===== src/rtl/homing_pkg.sv =====
package homing_pkg;

    // register offsets (byte addresses)
    localparam logic [7:0] ADDR_CTRL = 8'h00;
    localparam logic [7:0] ADDR_CMD = 8'h04;
    localparam logic [7:0] ADDR_STATUS = 8'h08;
    localparam logic [7:0] ADDR_ERROR = 8'h0c;
    localparam logic [7:0] ADDR_SIG_LATCH = 8'h10;
    localparam logic [7:0] ADDR_MEM_IDX = 8'h14;
    localparam logic [7:0] ADDR_MEM_DATA = 8'h18;

    // field positions
    localparam int CTRL_POS_EN = 0;
    localparam int CTRL_NEG_EN = 1;
    localparam int CTRL_REVERSAL = 2;
    localparam int CMD_START = 0;
    localparam int CMD_METHOD_LO = 1;
    localparam int CMD_HALT = 3;
    localparam int SIG_HOMING_BIT = 10;

    // reset values
    localparam logic [2:0] CTRL_RESET = 3'h7;

    // error codes
    localparam logic [15:0] ERR_SUMMARY = 16'ha324;
    localparam logic [15:0] ERR_LIM_DISABLED = 16'ha325;
    localparam logic [15:0] ERR_REF_NOT_FOUND = 16'ha326;
    localparam logic [15:0] ERR_LIM_AT_START = 16'ha327;
    localparam logic [15:0] ERR_LIM_NO_REVERSAL = 16'ha328;
    localparam logic [15:0] ERR_MULTI_ACTIVE = 16'ha329;
    localparam logic [15:0] ERR_POS_WRONG_DIR = 16'ha32a;
    localparam logic [15:0] ERR_NEG_WRONG_DIR = 16'ha32b;
    localparam logic [15:0] ERR_REF_SW = 16'ha32c;
    localparam logic [15:0] ERR_POS_SW = 16'ha32d;
    localparam logic [15:0] ERR_NEG_SW = 16'ha32e;

    // switch indices in the switch vector
    localparam logic [1:0] SW_REF = 2'h0;
    localparam logic [1:0] SW_POS = 2'h1;
    localparam logic [1:0] SW_NEG = 2'h2;

    // timing
    localparam int CLK_PERIOD_NS = 5;
    localparam int MIN_ACTIVE_NS = 1000;
    localparam int SETTLE_NS = 10000;
    localparam int MIN_ACTIVE_CYC_INT = (MIN_ACTIVE_NS + CLK_PERIOD_NS - 1) / CLK_PERIOD_NS;
    localparam int SETTLE_CYC_INT = (SETTLE_NS + CLK_PERIOD_NS - 1) / CLK_PERIOD_NS;
    localparam logic [7:0] MIN_ACTIVE_CYC = 8'(MIN_ACTIVE_CYC_INT);
    localparam logic [11:0] SETTLE_CYC = 12'(SETTLE_CYC_INT);

    // error memory
    localparam int MEM_DEPTH = 8;
    localparam int MEM_AW = 3;

    typedef enum logic [1:0] {
        M_TO_POS = 2'b00,
        M_TO_NEG = 2'b01,
        M_REF_POS = 2'b10,
        M_REF_NEG = 2'b11
    } method_t;

    typedef enum logic [1:0] {
        ST_IDLE = 2'b00,
        ST_SEARCH = 2'b01,
        ST_SETTLE = 2'b10
    } state_t;

endpackage : homing_pkg


===== src/rtl/switch_pulse_check.sv =====
`timescale 1ns/1ps
module switch_pulse_check
    import homing_pkg::*;
(
    // clock and reset
    input wire logic clk_sys_in,
    input wire logic rst_in,
    // switch
    input wire logic sw_in,
    output logic short_out
);

    typedef struct packed {
        logic prev;
        logic [7:0] cnt;
    } chk_t;

    chk_t s;
    chk_t next_s;

    // falling edge after fewer than the minimum active cycles
    assign short_out = s.prev && !sw_in && (s.cnt < MIN_ACTIVE_CYC);

    always_comb begin
        next_s = s;
        next_s.prev = sw_in;
        if (!sw_in) begin
            next_s.cnt = 8'h00;
        end else if (s.cnt != MIN_ACTIVE_CYC) begin
            next_s.cnt = s.cnt + 8'h01;
        end
    end

    always_ff @(posedge clk_sys_in or posedge rst_in) begin
        if (rst_in) begin
            s <= '0;
        end else begin
            s <= next_s;
        end
    end

endmodule : switch_pulse_check


===== src/rtl/error_memory.sv =====
`timescale 1ns/1ps
module error_memory
    import homing_pkg::*;
(
    // clock and reset
    input wire logic clk_sys_in,
    input wire logic rst_in,
    // write port
    input wire logic wr_en_in,
    input wire logic [MEM_AW-1:0] wr_addr_in,
    input wire logic [31:0] wr_data_in,
    // read port
    input wire logic [MEM_AW-1:0] rd_addr_in,
    output logic [31:0] rd_data_out
);

    typedef struct packed {
        logic [MEM_DEPTH-1:0][31:0] mem;
        logic [31:0] rdata;
    } emem_t;

    emem_t s;
    emem_t next_s;

    assign rd_data_out = s.rdata;

    always_comb begin
        next_s = s;
        next_s.rdata = s.mem[rd_addr_in];
        if (wr_en_in) begin
            next_s.mem[wr_addr_in] = wr_data_in;
        end
    end

    always_ff @(posedge clk_sys_in or posedge rst_in) begin
        if (rst_in) begin
            s <= '0;
        end else begin
            s <= next_s;
        end
    end

endmodule : error_memory


===== src/rtl/homing_switch_fault_monitor.sv =====
`timescale 1ns/1ps
module homing_switch_fault_monitor
    import homing_pkg::*;
(
    // clock and reset
    input wire logic clk_sys_in,
    input wire logic rst_in,
    // register port
    input wire logic [7:0] reg_addr_in,
    input wire logic [31:0] reg_wdata_in,
    input wire logic reg_wr_in,
    input wire logic reg_rd_in,
    output logic [31:0] reg_rdata_out,
    // axis switches
    input wire logic pos_limit_in,
    input wire logic neg_limit_in,
    input wire logic ref_switch_in,
    // motion controller
    input wire logic motor_stopped_in,
    output logic homing_active_out,
    output logic move_dir_pos_out,
    output logic homing_done_out,
    output logic homing_abort_out
);

    typedef struct packed {
        state_t state;
        method_t method;
        logic active;
        logic dir_pos;
        logic reversed;
        logic [2:0] ctrl;
        logic [15:0] err_sub;
        logic err_pend;
        logic [31:0] signal_fault_latch;
        logic [MEM_AW-1:0] mem_idx;
        logic [MEM_AW-1:0] mem_wptr;
        logic [11:0] settle_cnt;
        logic [2:0] prev_sw;
        logic abort;
        logic done;
        logic [31:0] rdata;
    } mon_t;

    mon_t s;
    mon_t next_s;

    logic [2:0] sw;
    logic [2:0] rise;
    logic [2:0] short_pulse;
    logic multi;
    logic start;
    logic halt;
    logic fault;
    logic [15:0] fault_code;
    logic [1:0] in_idx;
    logic [1:0] opp_idx;
    logic [1:0] target;
    logic [31:0] mem_rdata;
    method_t new_method;
    logic new_dir;

    function automatic logic [1:0] lim_idx(input logic dir_pos);
        lim_idx = dir_pos ? SW_POS : SW_NEG;
    endfunction : lim_idx

    function automatic logic [15:0] switch_fault(input logic [1:0] idx);
        case (idx)
            SW_REF: switch_fault = ERR_REF_SW;
            SW_POS: switch_fault = ERR_POS_SW;
            default: switch_fault = ERR_NEG_SW;
        endcase
    endfunction : switch_fault

    function automatic logic more_than_one(input logic [2:0] v);
        more_than_one = (v[0] && v[1]) || (v[0] && v[2]) || (v[1] && v[2]);
    endfunction : more_than_one

    assign sw = {neg_limit_in, pos_limit_in, ref_switch_in};
    assign rise = sw & ~s.prev_sw;
    assign multi = more_than_one(sw);
    assign start = reg_wr_in && (reg_addr_in == ADDR_CMD) && reg_wdata_in[CMD_START];
    assign halt = reg_wr_in && (reg_addr_in == ADDR_CMD) && reg_wdata_in[CMD_HALT];
    assign in_idx = lim_idx(s.dir_pos);
    assign opp_idx = lim_idx(!s.dir_pos);
    assign target = s.method[1] ? SW_REF : in_idx;
    assign new_method = method_t'(reg_wdata_in[CMD_METHOD_LO +: 2]);
    assign new_dir = !new_method[0];

    genvar gi;
    generate
        for (gi = 0; gi < 3; gi++) begin : g_chk
            switch_pulse_check u_chk (
                .clk_sys_in(clk_sys_in),
                .rst_in(rst_in),
                .sw_in(sw[gi]),
                .short_out(short_pulse[gi])
            );
        end
    endgenerate

    error_memory u_mem (
        .clk_sys_in(clk_sys_in),
        .rst_in(rst_in),
        .wr_en_in(fault),
        .wr_addr_in(s.mem_wptr),
        .wr_data_in({ERR_SUMMARY, fault_code}),
        .rd_addr_in(next_s.mem_idx),
        .rd_data_out(mem_rdata)
    );

    always_comb begin
        next_s = s;
        next_s.abort = 1'b0;
        next_s.done = 1'b0;
        next_s.prev_sw = sw;
        fault = 1'b0;
        fault_code = 16'h0000;
        if (reg_wr_in && reg_addr_in == ADDR_CTRL) begin
            next_s.ctrl = reg_wdata_in[2:0];
        end
        if (reg_wr_in && reg_addr_in == ADDR_MEM_IDX) begin
            next_s.mem_idx = reg_wdata_in[MEM_AW-1:0];
        end
        // write one to clear; a fault in the same cycle sets it again below
        if (reg_wr_in && reg_addr_in == ADDR_SIG_LATCH) begin
            next_s.signal_fault_latch = s.signal_fault_latch & ~reg_wdata_in;
        end
        case (s.state)
            ST_IDLE: begin
                if (start) begin
                    next_s.method = new_method;
                    next_s.dir_pos = new_dir;
                    next_s.reversed = 1'b0;
                    next_s.err_pend = 1'b0;
                    next_s.settle_cnt = 12'h000;
                    if ((new_method == M_TO_POS && !s.ctrl[CTRL_POS_EN]) ||
                        (new_method == M_TO_NEG && !s.ctrl[CTRL_NEG_EN])) begin
                        fault = 1'b1;
                        fault_code = ERR_LIM_DISABLED;
                    end else if (new_method[1] && !s.ctrl[CTRL_REVERSAL] &&
                                 sw[lim_idx(new_dir)]) begin
                        fault = 1'b1;
                        fault_code = ERR_LIM_AT_START;
                    end else begin
                        next_s.state = ST_SEARCH;
                    end
                end
            end
            ST_SEARCH: begin
                if (halt) begin
                    next_s.state = ST_IDLE;
                end else if (multi) begin
                    fault = 1'b1;
                    fault_code = ERR_MULTI_ACTIVE;
                end else if (|short_pulse) begin
                    fault = 1'b1;
                    fault_code = short_pulse[0] ? ERR_REF_SW :
                                 (short_pulse[1] ? ERR_POS_SW : ERR_NEG_SW);
                end else if (rise[opp_idx]) begin
                    fault = 1'b1;
                    fault_code = s.dir_pos ? ERR_NEG_WRONG_DIR : ERR_POS_WRONG_DIR;
                end else if (s.method[1] && rise[SW_REF]) begin
                    next_s.state = ST_SETTLE;
                    next_s.settle_cnt = 12'h000;
                end else if (rise[in_idx]) begin
                    if (!s.method[1]) begin
                        next_s.state = ST_SETTLE;
                        next_s.settle_cnt = 12'h000;
                    end else if (!s.ctrl[CTRL_REVERSAL]) begin
                        fault = 1'b1;
                        fault_code = ERR_LIM_NO_REVERSAL;
                    end else if (!s.reversed) begin
                        next_s.dir_pos = !s.dir_pos;
                        next_s.reversed = 1'b1;
                    end else begin
                        fault = 1'b1;
                        fault_code = ERR_REF_NOT_FOUND;
                    end
                end
            end
            ST_SETTLE: begin
                if (halt) begin
                    next_s.state = ST_IDLE;
                end else if (multi) begin
                    fault = 1'b1;
                    fault_code = ERR_MULTI_ACTIVE;
                end else if (!sw[target]) begin
                    // switch left before or after the stop
                    fault = 1'b1;
                    fault_code = switch_fault(target);
                end else if (motor_stopped_in) begin
                    if (s.settle_cnt == SETTLE_CYC - 12'h001) begin
                        next_s.state = ST_IDLE;
                        next_s.done = 1'b1;
                    end else begin
                        next_s.settle_cnt = s.settle_cnt + 12'h001;
                    end
                end else begin
                    next_s.settle_cnt = 12'h000;
                end
            end
            default: begin
                next_s.state = ST_IDLE;
            end
        endcase
        if (fault) begin
            next_s.state = ST_IDLE;
            next_s.abort = 1'b1;
            next_s.err_sub = fault_code;
            next_s.err_pend = 1'b1;
            next_s.mem_wptr = s.mem_wptr + 3'h1;
            next_s.signal_fault_latch[SIG_HOMING_BIT] = 1'b1;
        end
        next_s.active = (next_s.state != ST_IDLE);
        next_s.rdata = 32'h0000_0000;
        if (reg_rd_in) begin
            case (reg_addr_in)
                ADDR_CTRL: next_s.rdata = {29'h0, s.ctrl};
                ADDR_CMD: next_s.rdata = {29'h0, s.method, 1'b0};
                ADDR_STATUS: next_s.rdata = {28'h0, s.err_pend, s.done, s.dir_pos, s.active};
                ADDR_ERROR: next_s.rdata = {s.err_pend ? ERR_SUMMARY : 16'h0000, s.err_sub};
                ADDR_SIG_LATCH: next_s.rdata = s.signal_fault_latch;
                ADDR_MEM_IDX: next_s.rdata = {29'h0, s.mem_idx};
                ADDR_MEM_DATA: next_s.rdata = mem_rdata;
                default: next_s.rdata = 32'h0000_0000;
            endcase
        end
    end

    always_ff @(posedge clk_sys_in or posedge rst_in) begin
        if (rst_in) begin
            s <= '0;
            s.ctrl <= CTRL_RESET;
            s.method <= M_TO_POS;
            s.state <= ST_IDLE;
        end else begin
            s <= next_s;
        end
    end

    assign reg_rdata_out = s.rdata;
    assign homing_active_out = s.active;
    assign move_dir_pos_out = s.dir_pos;
    assign homing_done_out = s.done;
    assign homing_abort_out = s.abort;

    logic search_clean;
    assign search_clean = (s.state == ST_SEARCH) && !halt && !multi && !(|short_pulse);
endmodule : homing_switch_fault_monitor


===== config.mk =====
export PLATFORM = sky130hd
export DESIGN_NAME = homing_switch_fault_monitor
export DESIGN_NICKNAME = d
export VERILOG_FILES = /design/src/rtl/homing_pkg.sv /design/src/rtl/switch_pulse_check.sv /design/src/rtl/error_memory.sv /design/src/rtl/homing_switch_fault_monitor.sv
export SDC_FILE = /design/constraint.sdc
export NUM_CORES = 1
export LEC_CHECK = 0
export BUFFER_PORTS_ARGS = -buffer_cell sky130_fd_sc_hd__buf_2
export CAP_MARGIN = 20
export CORE_ASPECT_RATIO = 1.75
export CORE_MARGIN = 2
export CORE_UTILIZATION = 34
export DETAILED_ROUTE_END_ITERATION = 12
export PLACE_DENSITY_LB_ADDON = 0.08
export SETUP_SLACK_MARGIN = 0.1
export SLEW_MARGIN = 20
export SYNTH_ARGS = -nofsm -noshare
export SYNTH_HDL_FRONTEND = slang
export SYNTH_SLANG_ARGS = --single-unit
export TNS_END_PERCENT = 50

===== constraint.sdc =====
create_clock -name clk_sys_in -period 6.6 [get_ports clk_sys_in]
set_clock_uncertainty 0.05 [all_clocks]
set_input_delay 0.99 -clock clk_sys_in [delete_from_list [all_inputs] [get_ports clk_sys_in]]
set_output_delay 0.99 -clock clk_sys_in [all_outputs]
set_load 0.01 [all_outputs]

## After elaboration in Yosys (flattened, before gate mapping)

Cells that the tools add are included.

| storage, ports and cells | value |
|---|---|
| flip-flop bits (word level) | 429 |
| bits of input ports | 48 |
| output and inout bits | 36 |
| word-level logic and storage cells | 249 |

| operators by class | value |
|---|---|
| add/subtract/negate cells | 5 |
| order comparisons | 10 |
| eq/ne operators | 33 |
| multiplexer cells | 117 |
| bitwise gates (word level) | 4 |
| reductions and logical operators | 48 |

Operators with widths:

| kind | count |
|---|---|
| bitwise mux 256 bit | 1 |
| two-way mux 16 bit | 16 |
| case mux 32 bit (7 select lines) | 1 |
| two-way mux 12 bit | 13 |
| binary-select mux 32 bit (select 3 bit) | 1 |
| demux 32 bit (select 3 bit) | 1 |
| two-way mux 32 bit | 3 |
| two-way mux 2 bit | 31 |
| two-way mux 8 bit | 6 |
| case mux 16 bit (3 select lines) | 1 |
| case mux 12 bit (3 select lines) | 1 |
| AND 32 bit | 1 |
| inverter 32 bit | 1 |
| two-way mux 1 bit | 31 |
| inequality test 2 bit (second input constant) | 13 |
| adder 8 x 1 -> 8 bit (second input constant) | 3 |
| equality test 8 x 5 -> 1 bit (second input constant) | 3 |
| < comparator 8 bit (second input constant) | 3 |
| inequality test 8 bit (second input constant) | 3 |
| logical AND 1 bit | 21 |
| equality test 8 x 4 -> 1 bit (second input constant) | 2 |
| adder 12 x 1 -> 12 bit (second input constant) | 1 |
| equality test 12 x 11 -> 1 bit (second input constant) | 1 |
| < comparator 2 x 3 -> 1 bit (second input constant) | 4 |
| 28 further kinds | 55 |

## Logic depth before layout (Yosys ltp)

| depth | value |
|---|---|
| depth in word-level cells | 13 |
| depth in mapped cells | 8 |
| mapped depth without buffers | 7 |

## Hierarchy

A second synthesis with hierarchy kept.

| second synthesis, totals | value |
|---|---|
| cells, all modules | 1358 |
| area, all modules | 19172.1 um2 |

Modules (own cells, without submodules):

| module | times used | cells each | area an instance (um2) |
|---|---|---|---|
| error_memory | 1 | 730 | 12635.9 |
| homing_switch_fault_monitor | 1 | 481 | 5076.1 |
| switch_pulse_check | 3 | 49 | 486.7 |

## Worst setup path after synthesis

No wires, ideal clock.

| timing path | value |
|---|---|
| path type | in2reg |
| from | in reg_addr_in[3] |
| to | reg u_mem.s, in the netlist u_mem.rd_data_out[0] |
| setup time | 0.145 ns |
| arrival time | 2.590 ns |
| required time | 6.405 ns |
| slack | 3.815 ns |
| cell stages on the path | 8 |
| path buffers | 2 |
| cells stage by stage | buf_2 and2b_1 nand4_2 mux2i_4 buf_6 mux2_1 o22ai_1 a221oi_1 |

RTL lines:

| item | line | source |
|---|---|---|
| start, declared | homing_switch_fault_monitor.sv:9 | `input wire logic [7:0] reg_addr_in,` |
| end signal, assigned | error_memory.sv:39 | `s <= next_s;` |
| end, declared | error_memory.sv:22 | `emem_t s;` |

## Final worst setup path

| timing path | value |
|---|---|
| from | in reg_wdata_in[1] |
| to | reg s[50] in the netlist's numbering |

| on the way | value |
|---|---|
| longest elaborated chain between the ends | 8 |
| elaborated cells between the ends (all ways) | 13 |
| those cells by class | eq/ne: 1; mux: 7; reduce/logical: 5 |

RTL lines:

| item | line | source |
|---|---|---|
| start, declared | homing_switch_fault_monitor.sv:10 | `input wire logic [31:0] reg_wdata_in,` |
| two-way mux 2 bit | homing_switch_fault_monitor.sv:64 | `lim_idx = dir_pos ? SW_POS : SW_NEG;` |
| binary-select mux 1 bit (select 2 bit) | homing_switch_fault_monitor.sv:142 | `sw[lim_idx(new_dir)]) begin` |
| two-way mux 1 bit (not written as such) | homing_switch_fault_monitor.sv:142 |  |
| logical AND 1 bit | homing_switch_fault_monitor.sv:141 | `end else if (new_method[1] && !s.ctrl[CTRL_REVERSAL] &&` |
| two-way mux 1 bit | homing_switch_fault_monitor.sv:141 |  |
| two-way mux 1 bit * | homing_switch_fault_monitor.sv:137 | `if ((new_method == M_TO_POS && !s.ctrl[CTRL_POS_EN]) \|\|` |
| two-way mux 1 bit * | homing_switch_fault_monitor.sv:131 | `if (start) begin` |
| case mux 1 bit (3 select lines) * | homing_switch_fault_monitor.sv:129 | `case (s.state)` |
| end signal, assigned | homing_switch_fault_monitor.sv:238 | `s <= next_s;` |
| end, declared | homing_switch_fault_monitor.sv:45 | `mon_t s;` |

Every way passes the cells marked *; elsewhere a longest branch is shown, timed or not. The select of a mux whose other input is x is not followed.
A chain may end at the register's enable or synchronous reset.

==> metrics <==
Post-synth EDFFs=0; synthesized area per cell=10.8 µm²; Arr. time, crit path=3.57 ns; setup TNS=0 ns; I/O Buffers=83; Seq/Total Area, Yosys=between 50 and 60%; reg2reg path depth=5; Detailed Route WL=21,400 µm; Hold Path Class=flop to flop; Die W=125 µm; Max Root-Sink Buffers=2; CP bufs+invs=1; DRT antenna net count=0; Vias per Instance=about 5.1; cell class contributing the biggest share of worst-path delay=simple AND/OR/NAND/NOR gates; PD cells=297 nW/µm²; Slew HR=between 40% and 50%; Core ar.=25,100 µm²; # hold bufs at CTS=0; routability cong.=around 0.86; cell count along the critical path=6; clock root buffer=clkbuf_16; Synth Flop Type=dfrtp_1; initial antenna violation count=0; layout cells sized above 1=18.7%; area growth from synthesis to final layout=11.6%; drt drc=0; grt ovf=0; row cnt=77; IO Pins=84; worst setup path start=reg_wdata_in[1]; All-Layer GR Usage=around 17%; Synthesis Warnings=0; RSZ-0062 raised after global routing=no; part of the cycle the worst path needs=49.9%; n_diodes=0; fillers=2,467; Max FO, Critical Path=12; Slew @ Worst Pin=0.859 ns; First DRT Iteration DRCs=between 400 and 500; clock latency at the later pin of the worst-skew pair=0.44 ns; DIE AREA=26,800 µm²; asr flop ratio synth=100%; Routed wire per std cell=18.3 µm; Unique masters post-synth=80; peak supply drop=196 µV; Worst setup SP type=primary input; first-pass GRT wire length=35,300 µm; post_cts resized=0; largest net degree at the start of global routing=89; Final Hold Viols=0; dpl hpwl=15,200 µm; FF+latch count, synth=181; Max Freq=slightly above 300 MHz; H-tree Lvls=4; slowest CP cell=or4_1; Worst Hold Launch=u_mem.s[143]; Cell Area, Synth=between 8000 and 9000 µm²; leakage=4.41 nW; First-pass DRT Iterations=4; dpl cell area=9080 µm²; crit-path cells=buf_2 -> mux2_2 -> a22oi_1 -> or4_1 -> nand3_1 -> mux2_2; Synth Instances=800; CP Capture Type=flop; vias in the first global route=roughly 6,200; status=finished, final reports clean; Die Span Y=215 µm; CTS Buf Count=17; setup bufs post-CTS=0; Slew Limit Fails=0; critical path type=primary input to flop; CTS tree=yes; max cap viols=0; syn nets=856; worst flop-to-flop path startpoint=g_chk[0].u_chk.s[6]; Required @ worst endpoint=6.87 ns; initial core utilization=34.4%; Final nets=900; clk sink count=181; via count=6,013; setup violators final=0; worst hold path cell count=1; post-layout min period=3.29 ns; clock transition at the registers of the reported paths=0.06 ns; slowest stage delay, CP=0.72 ns; cell mode on critical path=mux2_2; fin area=9650 µm²
[placed cells by master, fill, tap and decap left out, types with 20 or more instances in the layout]
cell type and count:
dfrtp_1 178, buf_2 83, nor2_1 67, a21oi_1 59
nand2_1 55, a21boi_0 31, and3_1 30, nand3_1 23
inv_1 20, mux2i_1 20
[power by group]
part	leakage, nW	internal (W)	total (W)	switching, W
logic	1.82	0.000204	0.000464	0.000260
registers	2.32	0.00129	0.00141	0.000125
clock network	0.268	0.000564	0.000993	0.000429
[path summary, 6_finish.rpt]
check / end / slack, ns
hold reg to reg: u_mem.s[143] / 0.41
max in group asynchronous: u_mem.s[193] / 4.65
setup / recovery: s[50] / 3.31
hold / removal: u_mem.s[143] / 0.41
min in group asynchronous: s[75] / 0.67
setup reg to reg: s[50] / 3.47
[Yosys cell counts, types with 15 or more instances]
library cell,instances,area (µm²)
a21boi_0,31,233
a21oi_1,59,295
and2_1,15,93.8
and3_1,31,194
buf_4,33,248
clkbuf_1,15,56.3
dfrtp_1,178,4450
inv_1,21,78.8
mux2i_1,20,200
nand2_1,55,206
nand3_1,23,115
nor2_1,67,251
nor3_1,15,75.1
or2_1,17,106
[sequential cells by signal (all words and copies together), names as in the netlist]
register and cells:
g_chk.u_chk.s 24, u_mem.s 48, u_mem.rd_data_out 6, homing_abort_out 1, move_dir_pos_out 1, s 67, homing_done_out 1, reg_rdata_out 32
homing_active_out 1
[layer usage]
| metal | track usage (%) | vias to the layer above | share of wire (%) |
|---|---|---|---|
| met1 | 19.9 | 2984 | 42 |
| met2 | 29.4 | 116 | 53 |
| met5 | 0 | - | 0 |
| met3 | 3.68 | 25 | 3.3 |
| met4 | 6.55 | 0 | 2.4 |
| li1 | - | 2888 | - |
[layout make-up]
type / count / area (µm²) / area share, %
timing repair buffer: 87 / 453 / 4.69
multi-input combinational: 536 / 3630 / 37.6
clock inverter: 7 / 101 / 1.05
tap: 316 / 395 / 4.10
sequential: 181 / 4530 / 47.0
inverter: 21 / 83.8 / 0.869
clock buffer: 22 / 454 / 4.71
[stage by stage]
step	util [%]	hold WS [ns]	total power (W)	std cells	worst slack, ns
floorplan	-	0.376	0.00175	800	0.650
global placement	36.1	0.390	0.00188	1140	2.97
detailed placement	36.1	0.398	0.00190	1140	2.84
CTS	38.3	0.414	0.00292	1169	3.33
global route	38.4	0.424	0.00304	1170	3.05
finish	38.4	0.410	0.00287	1170	3.31
[worst reg2reg max path: cells and delay by family (launching register included)]
| family | cells | cell delay (ns) |
|---|---|---|
| muxes | 1 | 0.44 |
| AOI/OAI and AO/OA | 3 | 1.58 |
| DFF | 1 | 0.41 |
| and+or+nand+nor | 1 | 0.52 |
[cell families (layout without fill, tap and decap cells)]
group	Yosys count	count (layout)	synth area share, %
and+or+nand+nor	285	285	17.6
DFF	181	181	52.4
AOI/OAI and AO/OA	178	178	15.5
buffers and inverters	83	137	5.69
muxes	41	41	5.18
xor gates and xnor gates	23	23	2.33
adders and majority gates	9	9	1.27
Note: power is estimated with default switching activity, not from simulation.
